==> src/inc/ascw_map.svh <==
`ifndef ASCW_MAP_SVH
`define ASCW_MAP_SVH

// register byte offsets
`define ASCW_ADDR_W      8
`define ASCW_OFS_DAC     8'h00
`define ASCW_OFS_MUX     8'h04
`define ASCW_OFS_CTRL    8'h08
`define ASCW_OFS_STAT    8'h0c
`define ASCW_OFS_IDLE    8'h10

// field widths and positions
`define ASCW_DATA_W      32
`define ASCW_DAC_W       10
`define ASCW_POS_W       8
`define ASCW_NEG_W       3
`define ASCW_CTRL_W      13
`define ASCW_STAT_W      3
`define ASCW_POS_LSB     0
`define ASCW_NEG_LSB     8

// control register bit positions
`define ASCW_B_HOLD      0
`define ASCW_B_COMPARATOR_PRECHARGE_N     1
`define ASCW_B_SETTLE    2
`define ASCW_B_PWR       3
`define ASCW_B_GND       4
`define ASCW_B_BYPASS    5
`define ASCW_B_G10       6
`define ASCW_B_G20       7
`define ASCW_B_SWITCH_CAP_TEST_OUT    8
`define ASCW_B_IREF      9
`define ASCW_B_VCCREF    10
`define ASCW_B_PASS      11
`define ASCW_B_SCCLK     12

// status register bit positions
`define ASCW_S_COMP      0
`define ASCW_S_HOLDERR   1
`define ASCW_S_NEGERR    2

// idle (reset) values
`define ASCW_DAC_RST     10'h200
`define ASCW_POS_RST     8'h01
`define ASCW_NEG_RST     3'h0
`define ASCW_CTRL_RST    13'h0823
`define ASCW_STAT_RST    3'h0
`define ASCW_RD_ZERO     32'h0000_0000

`endif

==> src/inc/ascw_pkg.sv <==
package ascw_pkg;

	// register port request from the scan controller
	typedef struct packed {
		logic [7:0]  addr;
		logic [31:0] wdata;
		logic        wr;
		logic        rd;
	} ascw_bus_s;

	// every line that reaches the analog converter front end
	typedef struct packed {
		logic [9:0] dacValue;
		logic [7:0] posInputSelect;
		logic [2:0] negInputSelect;
		logic       sampleHold;
		logic       comparatorPrechargeN;
		logic       settleAssist;
		logic       gainStagePowerOn;
		logic       negativeInputGroundSel;
		logic       gainBypassSelect;
		logic       gainTenEnable;
		logic       gainTwentyEnable;
		logic       switchCapTestOut;
		logic       internalReferenceEnable;
		logic       supplyReferenceSelect;
		logic       gainPassGateEnable;
		logic       switchCapClock;
	} ascw_analog_s;

endpackage : ascw_pkg

==> src/hw/ascw_control_word.sv <==
// The register addresses and strobed register access were decided locally.
`timescale 1ns/10ps
`include "ascw_map.svh"

// Function
// - hold low tracks input, high freezes; idle high
// - precharge active low; idle high
// - ground select ties negative input to ground
// - bypass routes channels 0-3 around gain
// - switch-cap test drives x10 output to pin
// - three bits select differential negative input
// - eight low DAC value bits, idle zero
// - internal reference feeds band-gap to DAC
// - supply reference selects supply as reference
// - pass-gate enable turns on gain pass gate
// - DAC bits 9,8 idle 1,0: midpoint
module ascw_control_word
	import ascw_pkg::*;
(
	input  wire logic         sys_clk,
	input  wire logic         rst_n,
	input  wire ascw_bus_s    busReq,
	output logic [31:0]       busRdata,
	input  wire logic         comparatorOut,
	output ascw_analog_s      analogCtrl,
	output logic              ch4PinOverride,
	output logic              negSourceGround
);

	// register state
	logic [`ASCW_DAC_W-1:0]  dac_ff;
	logic [`ASCW_POS_W-1:0]  posSel_ff;
	logic [`ASCW_NEG_W-1:0]  negSel_ff;
	logic [`ASCW_CTRL_W-1:0] ctrl_ff;
	logic [31:0]             rdata_ff;

	// comparator synchroniser; only the second stage feeds logic
	logic                    compSync1_ff;
	logic                    compSync2_ff;

	// hold edge tracking and sticky error flags
	logic                    holdPrev_ff;
	logic                    holdErr_ff;
	logic                    negErr_ff;

	// decoded strobes
	logic                    wrDac;
	logic                    wrMux;
	logic                    wrCtrl;
	logic                    wrStat;
	logic                    wrIdle;
	logic                    rdHit;

	// read path and error causes
	logic [31:0]             nxt_rdata;
	logic                    holdRiseLowClk;
	logic                    negConflict;
	logic [`ASCW_STAT_W-1:0] statusWord;

	// DAC write; writes and reads are never both high,
	// so each strobe looks at its own direction only
	assign wrDac  = busReq.wr && (busReq.addr == `ASCW_OFS_DAC);

	// input mux write; address is decoded exactly,
	// so aliases of a register are ignored
	assign wrMux  = busReq.wr && (busReq.addr == `ASCW_OFS_MUX);

	// control write; every strobe and enable of the
	// front end changes at once on this strobe
	assign wrCtrl = busReq.wr && (busReq.addr == `ASCW_OFS_CTRL);

	// status write; ones clear the sticky flags
	// unless their cause is present in the same cycle
	assign wrStat = busReq.wr && (busReq.addr == `ASCW_OFS_STAT);

	// idle write; the data are ignored, any write
	// restores the full idle word in one step
	assign wrIdle = busReq.wr && (busReq.addr == `ASCW_OFS_IDLE);

	// any read is taken; the address picks the data
	// and unknown places simply return zero
	assign rdHit  = busReq.rd;

	// full ten-bit DAC value; an idle write restores the midpoint
	always_ff @(posedge sys_clk or negedge rst_n) begin
		if (!rst_n) begin
			dac_ff <= `ASCW_DAC_RST;
		end else if (wrIdle) begin
			dac_ff <= `ASCW_DAC_RST;
		end else if (wrDac) begin
			dac_ff <= busReq.wdata[`ASCW_DAC_W-1:0];
		end
	end

	// positive and negative input mux selects
	always_ff @(posedge sys_clk or negedge rst_n) begin
		if (!rst_n) begin
			posSel_ff <= `ASCW_POS_RST;
			negSel_ff <= `ASCW_NEG_RST;
		end else if (wrIdle) begin
			posSel_ff <= `ASCW_POS_RST;
			negSel_ff <= `ASCW_NEG_RST;
		end else if (wrMux) begin
			posSel_ff <= busReq.wdata[`ASCW_POS_LSB +: `ASCW_POS_W];
			negSel_ff <= busReq.wdata[`ASCW_NEG_LSB +: `ASCW_NEG_W];
		end
	end

	// strobes, enables and reference selects; idle values from reset
	always_ff @(posedge sys_clk or negedge rst_n) begin
		if (!rst_n) begin
			ctrl_ff <= `ASCW_CTRL_RST;
		end else if (wrIdle) begin
			ctrl_ff <= `ASCW_CTRL_RST;
		end else if (wrCtrl) begin
			ctrl_ff <= busReq.wdata[`ASCW_CTRL_W-1:0];
		end
	end

	// comparator output comes from the analog domain: two flops first
	always_ff @(posedge sys_clk or negedge rst_n) begin
		if (!rst_n) begin
			compSync1_ff <= 1'h0;
			compSync2_ff <= 1'h0;
		end else begin
			compSync1_ff <= comparatorOut;
			compSync2_ff <= compSync1_ff;
		end
	end

	// previous hold level, to spot the moment the strobe rises
	always_ff @(posedge sys_clk or negedge rst_n) begin
		if (!rst_n) begin
			holdPrev_ff <= 1'h1;
		end else begin
			holdPrev_ff <= ctrl_ff[`ASCW_B_HOLD];
		end
	end

	// the controller owns the timing of hold against the switch-cap
	// clock; the block cannot repair a bad edge, only report it
	assign holdRiseLowClk = ctrl_ff[`ASCW_B_HOLD]
		&& !holdPrev_ff
		&& ctrl_ff[`ASCW_B_PWR]
		&& !ctrl_ff[`ASCW_B_SCCLK];

	// grounding the negative input while a pin is also selected
	// would short a pin to ground, so it is flagged
	assign negConflict = ctrl_ff[`ASCW_B_GND]
		&& (negSel_ff != `ASCW_NEG_RST);

	// sticky hold timing error; a new event beats a clear
	always_ff @(posedge sys_clk or negedge rst_n) begin
		if (!rst_n) begin
			holdErr_ff <= 1'h0;
		end else if (holdRiseLowClk) begin
			holdErr_ff <= 1'h1;
		end else if (wrStat && busReq.wdata[`ASCW_S_HOLDERR]) begin
			holdErr_ff <= 1'h0;
		end
	end

	// sticky source conflict error; a new event beats a clear
	always_ff @(posedge sys_clk or negedge rst_n) begin
		if (!rst_n) begin
			negErr_ff <= 1'h0;
		end else if (negConflict) begin
			negErr_ff <= 1'h1;
		end else if (wrStat && busReq.wdata[`ASCW_S_NEGERR]) begin
			negErr_ff <= 1'h0;
		end
	end

	// status word as seen by a read
	always_comb begin
		statusWord                 = `ASCW_STAT_RST;
		statusWord[`ASCW_S_COMP]    = compSync2_ff;
		statusWord[`ASCW_S_HOLDERR] = holdErr_ff;
		statusWord[`ASCW_S_NEGERR]  = negErr_ff;
	end

	// read mux; unmapped and write-only offsets read as zero
	always_comb begin
		nxt_rdata = `ASCW_RD_ZERO;
		if (rdHit) begin
			case (busReq.addr)
				// full ten-bit DAC value, upper bits zero
				// so a read compares directly with a write
				`ASCW_OFS_DAC: begin
					nxt_rdata[`ASCW_DAC_W-1:0] = dac_ff;
				end
				// both input selects share one word,
				// in the same places as the write
				`ASCW_OFS_MUX: begin
					nxt_rdata[`ASCW_POS_LSB +: `ASCW_POS_W] = posSel_ff;
					nxt_rdata[`ASCW_NEG_LSB +: `ASCW_NEG_W] = negSel_ff;
				end
				// control bits read back as last written
				// or as restored by reset or an idle write
				`ASCW_OFS_CTRL: begin
					nxt_rdata[`ASCW_CTRL_W-1:0] = ctrl_ff;
				end
				// status shows a flag one cycle after its
				// cause, the comparator two to three cycles late
				`ASCW_OFS_STAT: begin
					nxt_rdata[`ASCW_STAT_W-1:0] = statusWord;
				end
				// idle offset is write-only and reads zero
				// like any unmapped place
				default: begin
					nxt_rdata = `ASCW_RD_ZERO;
				end
			endcase
		end
	end

	// read data stand only in the cycle after the strobe
	always_ff @(posedge sys_clk or negedge rst_n) begin
		if (!rst_n) begin
			rdata_ff <= `ASCW_RD_ZERO;
		end else begin
			rdata_ff <= nxt_rdata;
		end
	end

	// read data leave the block only through their register, so a read
	// never shows a value that is still settling
	assign busRdata = rdata_ff;

	// one named wire per control bit; the outputs below read by purpose
	// rather than by bit number, and a moved bit only touches the slices
	// where the register is cut apart
	logic holdLine;
	logic prechargeLineN;
	logic settleLine;
	logic powerLine;
	logic groundLine;
	logic bypassLine;
	logic gainTenLine;
	logic gainTwentyLine;
	logic testLine;
	logic internalRefLine;
	logic supplyRefLine;
	logic passGateLine;
	logic switchClockLine;

	// slices of the control register; it is the only state behind them,
	// so every line changes at the edge of the write that set it
	// and no line can glitch between two writes
	assign holdLine        = ctrl_ff[`ASCW_B_HOLD];
	assign prechargeLineN  = ctrl_ff[`ASCW_B_COMPARATOR_PRECHARGE_N];
	assign settleLine      = ctrl_ff[`ASCW_B_SETTLE];
	assign powerLine       = ctrl_ff[`ASCW_B_PWR];
	assign groundLine      = ctrl_ff[`ASCW_B_GND];
	assign bypassLine      = ctrl_ff[`ASCW_B_BYPASS];
	assign gainTenLine     = ctrl_ff[`ASCW_B_G10];
	assign gainTwentyLine  = ctrl_ff[`ASCW_B_G20];
	assign testLine        = ctrl_ff[`ASCW_B_SWITCH_CAP_TEST_OUT];
	assign internalRefLine = ctrl_ff[`ASCW_B_IREF];
	assign supplyRefLine   = ctrl_ff[`ASCW_B_VCCREF];
	assign passGateLine    = ctrl_ff[`ASCW_B_PASS];
	assign switchClockLine = ctrl_ff[`ASCW_B_SCCLK];

	// ten DAC lines: the low byte plus the two top bits,
	// idle at the midpoint of the range
	assign analogCtrl.dacValue = dac_ff;

	// positive input channel select straight from its register;
	// idle selects channel 0 only
	assign analogCtrl.posInputSelect = posSel_ff;

	// negative input select for differential measurements;
	// idle value is all zero
	assign analogCtrl.negInputSelect = negSel_ff;

	// low tracks the input, high freezes the sample;
	// idle high so a reset never leaves the converter tracking
	// while the DAC may be away from its midpoint
	assign analogCtrl.sampleHold = holdLine;

	// active low: a zero precharges the comparator latch;
	// idle high keeps the latch free, and the controller must
	// drop it for one step before each comparison
	assign analogCtrl.comparatorPrechargeN = prechargeLineN;

	// settle timing after power-on is left to the controller;
	// the block passes the line through untouched
	assign analogCtrl.settleAssist = settleLine;

	// power to the gain stages, off while idle
	// so an unused gain path draws nothing
	assign analogCtrl.gainStagePowerOn = powerLine;

	// ties the negative comparator input to ground;
	// the conflict flag watches it against the pin selects
	assign analogCtrl.negativeInputGroundSel = groundLine;

	// channels 0 to 3 take the path around the gain stages;
	// idle set, so the gain stages stay out of the way
	assign analogCtrl.gainBypassSelect = bypassLine;

	// ten times gain enable, idle off
	// since switch-cap timing is hard to meet from a scan chain
	assign analogCtrl.gainTenEnable = gainTenLine;

	// twenty times gain enable, idle off
	// for the same timing reason
	assign analogCtrl.gainTwentyEnable = gainTwentyLine;

	// switch-cap test line; while set the x10 stage output
	// leaves on the channel 4 pin, so that pin must not be driven
	// by its own port logic at the same time
	assign analogCtrl.switchCapTestOut = testLine;

	// band-gap reference feeds the DAC reference input;
	// idle off, the external reference is used
	assign analogCtrl.internalReferenceEnable = internalRefLine;

	// supply voltage as converter reference; idle off,
	// setting it together with the band-gap is the
	// controller's fault and is not repaired here
	assign analogCtrl.supplyReferenceSelect = supplyRefLine;

	// pass gate of the gain stages, on while idle
	// so the bypass path has a route to the comparator
	assign analogCtrl.gainPassGateEnable = passGateLine;

	// switch-cap clock is a register bit, so it only moves
	// as fast as the controller writes; the hold check above
	// compares against this same registered level
	assign analogCtrl.switchCapClock = switchClockLine;

	// pin of channel 4 is taken over by the x10 stage output;
	// the port logic uses this to let go of the pin
	// while the test line is set
	assign ch4PinOverride = testLine;

	// comparator negative input tied to ground; given as its own
	// port so the pin muxes can release their negative paths
	// in the same cycle
	assign negSourceGround = groundLine;

endmodule : ascw_control_word

==> config.mk <==
export PLATFORM = sky130hd
export DESIGN_NAME = ascw_control_word
export DESIGN_NICKNAME = d
export VERILOG_FILES = /design/src/inc/ascw_pkg.sv /design/src/hw/ascw_control_word.sv
export VERILOG_INCLUDE_DIRS = /design/src /design/src/inc
export SDC_FILE = /design/constraint.sdc
export NUM_CORES = 1
export LEC_CHECK = 0
export BUFFER_PORTS_ARGS = -buffer_cell sky130_fd_sc_hd__clkbuf_2
export CORE_ASPECT_RATIO = 0.7
export CORE_MARGIN = 2
export CORE_UTILIZATION = 37
export CTS_BUF_LIST = sky130_fd_sc_hd__clkbuf_4 sky130_fd_sc_hd__clkbuf_8
export DETAILED_ROUTE_END_ITERATION = 12
export PLACE_DENSITY = 0.75
export REMOVE_ABC_BUFFERS = 1
export SYNTH_ARGS = -nofsm -noshare
export SYNTH_HDL_FRONTEND = slang
export SYNTH_SLANG_ARGS = --single-unit
==> constraint.sdc <==
create_clock -name sys_clk -period 0.91 [get_ports sys_clk]
set_input_delay 0.091 -clock sys_clk [delete_from_list [all_inputs] [get_ports sys_clk]]
set_output_delay 0.091 -clock sys_clk [all_outputs]
set_load 0.05 [all_outputs]
* Word-level counts from Yosys, hierarchy flattened
Cells that the tools add are included.
W data, S select, Z words.
** Word-level totals
- Register bits after elaboration :: 71
- Output and inout bits :: 68
** Operators by class
- Eq/ne operators :: 4
- Muxes and demuxes :: 17
- Reductions and logical operators :: 20
** Operators by type and width (count)
- $mux W13 :: 3
- $pmux W7 S3 :: 1
- $mux W10 :: 2
- $eq A8 B4 Y1 const B :: 2
- $mux W8 :: 2
- $pmux W3 S4 :: 1
- $logic_and A1 B1 Y1 :: 11
- $reduce_bool A2 Y1 :: 5
- $eq A8 B3 Y1 const B :: 1
- $eq A8 B5 Y1 const B :: 1
- $logic_not A8 Y1 :: 1
- $mux W3 :: 2
- $mux W1 :: 4
- $reduce_bool A3 Y1 :: 1
- $logic_not A1 Y1 :: 2
- $mux W2 :: 1
- $pmux W1 S2 :: 1

* Depth between registers and ports, before layout
- Depth in word-level cells :: 5
- Mapped depth :: 6
- Depth with buffers taken out :: 3

* Worst setup path before layout
Ideal clock, no wire load.
- Kind :: in2reg
- Start point :: input port busReq[34] in the netlist's numbering
- End point :: register ctrl_ff[2]
- Slack :: -555 ps
- Required time :: 783 ps
- Arrival time :: 1339 ps
- Stages on the path :: 5
- Setup time :: 127 ps
- Cells stage by stage :: clkbuf_1 -> or4b_2 -> buf_2 -> o31ai_1 -> a21oi_1
** Between the ends
- Longest elaborated chain between the ends :: 3
- Elaborated cells between the ends (all ways) :: 6
** RTL lines
- from (decl) :: line ascw_control_word.sv:22 : input wire ascw_bus_s busReq,
- $eq A8 B5 Y1 (no line) / $eq A8 B4 Y1 (equally long branches)
- $logic_and A1 B1 Y1, on equally long branches :: line ascw_control_word.sv:78, ascw_control_word.sv:70
- $mux W13 / $reduce_bool A2 Y1 (equally long branches)
- to (signal assigned) :: line ascw_control_word.sv:112 : ctrl_ff <= `ASCW_CTRL_RST;
- to (signal assigned) :: line ascw_control_word.sv:114 : ctrl_ff <= `ASCW_CTRL_RST;
- to (signal assigned) :: line ascw_control_word.sv:116 : ctrl_ff <= busReq.wdata[`ASCW_CTRL_W-1:0];
- to (decl) :: line ascw_control_word.sv:34 : logic [`ASCW_CTRL_W-1:0] ctrl_ff;
Several ways; a longest one is shown, not always the timed one.
A chain may end at the register's enable or synchronous reset.

* Final worst setup path
- Start point :: input port busReq[38] in the netlist's numbering
- End point :: register rdata_ff[4], in the netlist busRdata[4]
** Between the ends
- Longest elaborated chain between the ends :: 3
- Elaborated cells between the ends (all ways) :: 5
** RTL lines
- $eq A8 B4 Y1 (tied with other cells) :: line ascw_control_word.sv:186 : case (busReq.addr)
- $pmux W7 S3 (*) :: line ascw_control_word.sv:186
- $mux W13 (*) :: line ascw_control_word.sv:185 : if (rdHit) begin
- named net nxt_rdata[4] :: line ascw_control_word.sv:55 : logic [31:0] nxt_rdata;
- to (signal assigned) :: line ascw_control_word.sv:220 : rdata_ff <= `ASCW_RD_ZERO;
- to (signal assigned) :: line ascw_control_word.sv:222 : rdata_ff <= nxt_rdata;
- to (decl) :: line ascw_control_word.sv:35 : logic [31:0] rdata_ff;
Mark *: on every way through the listed nets, which the timed path passes. The rest lies on a longest branch.

==> results.yml <==
power_and_ir_drop:
  power_per_cell_area_nw_per_um2: 1150
  clkPwrFrac: 0.233
  ir_worst_vdd_uv: 601
  leakagePower_nw: 2.25
  p_seq_frac: 0.411
  sw_frac_of_total: 0.366
  p_int_mw: 4.00
  p_sw_mw: 2.31
  comb_power_share: 0.356
synth:
  synthTopCellsByArea: "dfrtp_1, o31ai_1, nand4_1"
  ys.flop_type: "dfrtp_1"
  syn_area_um2: 2700
  synth-seq-cells: 52
  ys_seq_area_frac: 0.485
  avgSynthCellArea_um2: 9.58
  synth_top_area_share: 0.417
  synth_edf_count: 0
  synthCells: 282
  ys_types: 33
  async_reset_ff_frac: 1.00
  ys_warn_count: 0
  synth_top_cell_by_area: "dfrtp_1"
timing:
  maxSlewViolCount: 0
  skew_ns: 0.00934
  fin_ws_ns: -0.384
  rsz0062_at_grt: "true"
  finalSetupViolCount: 99
  final-hold-violation-count: 0
  holdWs_ns: 0.0510
  fin_crit_sh: 1.42
  fin_crit_ns: 1.29
  max_freq_ghz: 0.773
place:
  placed_area_um2: 3440
  gp_congestion: 0.946
  dp_hpwl_mm: 5.97
  port_buffers: 74
setup_path:
  path_cells: "buf_6 > or4_4 > a2111o_1 > a31oi_1"
  worstPathArrival_ns: 1.53
  worst_setup_path_end_kind: "flip-flop"
  crit_path_top_delay_cell: "or4_4"
  startpoint_type: "input pin"
  cp_max_fo: 7
  r2r_slack_ns: -0.27
  worstSetupPathType: "in -> reg"
  cp_data_required_time_ns: 1.14
  slowest_delay_ns: 0.59
clocking:
  insertion_delay_ns: 0.33
  cts.sinks: 52
  cts_buffers: 5
  clk_path_buf_depth: 2
  clk_pin_slew_worst_paths_ns: 0.11
  cts_tree: "done"
  cts.htree.levels: 2
  root_buffer: "clkbuf_8"
layout:
  syn_to_final_growth_pct: 103
  finalNetCount: 485
  drive_gt1_frac: 0.624
  utilization: 0.763
  fin_area_um2: 5490
  num_antenna_cells: 0
routing:
  drtIter0Drc: 358
  drc: 0
  via_count: 3379
  wl_mm: 13.4
  avgViaCountPerCell: 6.27
  route.antenna.remaining_nets: 0
  drtPass1Iterations: 5
  wire_per_inst_um: 24.9
global_routing:
  grtUsageTotal: 0.270
  first_global_vias: 3117
  antenna_found_initial: 0
  globalRoute.totalOverflow: 0
  grt_pass1_wl_mm: 16.6
  grt_max_degree: 32
floorplan:
  dieHeight_um: 75.5
  initial_utilization: 0.376
  die_w_um: 106
  coreArea_um2: 7190
  num_io_pins: 113
  rows: 26
  die-area_um2: 8010
status:
  violations: "setup timing"
  status: "finished with violations"
run:
  cap_violations: 0
worst_hold_path:
  hp-class: "in -> reg"
power groups by stage:
stage	Sequential (mW)	Combinational (mW)	Clock [mW]
after global placement	2.61	1.29	0
after global routing	2.60	2.31	1.55
after CTS	2.56	1.87	1.41
after detailed placement	2.61	1.30	0
final	2.59	2.24	1.47
after floorplan	2.95	0.373	0
sequential cells by signal (all words and copies together), names as in the netlist:
register and count:
busRdata 13, ctrl_ff 13, dac_ff 10, posSel_ff 8
negSel_ff 3, compSync1_ff 1, compSync2_ff 1, holdErr_ff 1
holdPrev_ff 1, negErr_ff 1
repair_timing:
item	CTS	global route
buffers inserted	42	16
hold buffers	3	0
gates cloned	4	4
setup endpoints to repair	96	98
pin swaps	46	47
hold endpoints to repair	51	0
resized for setup	191	128
cells in the final DEF, fill, tap and decap left out, types with 5 or more instances in the layout:
| master | instances |
|---|---|
| dfstp_2 | 7 |
| clkbuf_16 | 6 |
| dfrtp_2 | 6 |
| clkbuf_2 | 18 |
| a31oi_1 | 15 |
| nand4_1 | 33 |
| buf_6 | 31 |
| nor4_4 | 6 |
| a21oi_2 | 18 |
| clkbuf_8 | 6 |
| buf_4 | 63 |
| buf_12 | 15 |
| o31ai_4 | 27 |
| dfrtp_1 | 39 |
| conb_1 | 19 |
| nand3_1 | 25 |
| buf_8 | 46 |
| nand2_1 | 5 |
| a21oi_1 | 10 |
synth_stat cells (2+ instances only):
cell type	instances
nand4_1	33
nor4_2	2
nand3_1	26
dfstp_2	7
or4_1	2
buf_4	21
o41ai_1	2
dfrtp_1	45
clkbuf_1	20
buf_2	11
nor2_1	2
nor4_1	4
a21oi_1	28
a22oi_1	3
or4b_2	2
o31ai_1	30
a31oi_1	15
nand2_1	5
inv_1	3
o21ai_0	6
nor2b_1	2
nor4b_1	2
critical path, delay by kind of cell:
kind	cells	cell delay (ns)
buffers and inverters	1	0.10
AND/OR/NAND/NOR	1	0.59
AO/OA/AOI/OAI	2	0.74
per-stage QoR:
stage | total power, mW | TNS, ns | worst slack (ns) | instances
after CTS | 5.84 | -14.41 | -0.302 | 521
after global routing | 6.46 | -18.48 | -0.366 | 539
after detailed placement | 3.92 | -29.34 | -0.751 | 464
after global placement | 3.90 | -28.08 | -0.686 | 464
final | 6.30 | -17.40 | -0.384 | 539
after floorplan | 3.33 | -107.43 | -2.58 | 247
cells by family (layout without fill, tap and decap cells):
group                  count (synthesis)  count (layout)  share of synthesized area
AOI/OAI and AO/OA                     86              86                      0.203
buffers and inverters                 56             197                      0.112
DFF                                   52              52                      0.485
muxes                                  1               1                    0.00417
other                                  1              19                    0.00139
and+or+nand+nor                       86              86                      0.194
layout make-up:
cell class,instances,area [µm²]
Multi-Input combinational cell,192,1790
Fill cell,371,1700
Timing Repair Buffer,186,2160
Tap cell,98,123
Sequential cell,52,1320
Clock inverter,2,16.3
Clock buffer,6,76.3
Inverter,3,11.3
final timing paths:
kind                       cells after the start                  endpoint              startpoint
max                                            4     busRdata[4]$_DFF_PN0_              busReq[38]
min                                            3  posSel_ff[4]$_DFFE_PN0P_               busReq[6]
max reg2reg                                    4    holdErr_ff$_DFFE_PN0P_  ctrl_ff[0]$_DFFE_PN1P_
min reg2reg                                    0    compSync2_ff$_DFF_PN0_  compSync1_ff$_DFF_PN0_
max in group asynchronous                      3    ctrl_ff[1]$_DFFE_PN1P_                   rst_n
min in group asynchronous                      3   ctrl_ff[10]$_DFFE_PN0P_                   rst_n
routing by layer:
layer / wire, µm / vias to the layer above / global-route usage / part of all wire
met5: 0 / - / 0 / 0
met4: 599 / 0 / 0.0936 / 0.045
met3: 1130 / 70 / 0.0411 / 0.084
met2: 6460 / 236 / 0.454 / 0.48
met1: 5250 / 1706 / 0.364 / 0.39
li1: - / 1367 / - / -
No activity file was read; power rests on OpenSTA's default activity.
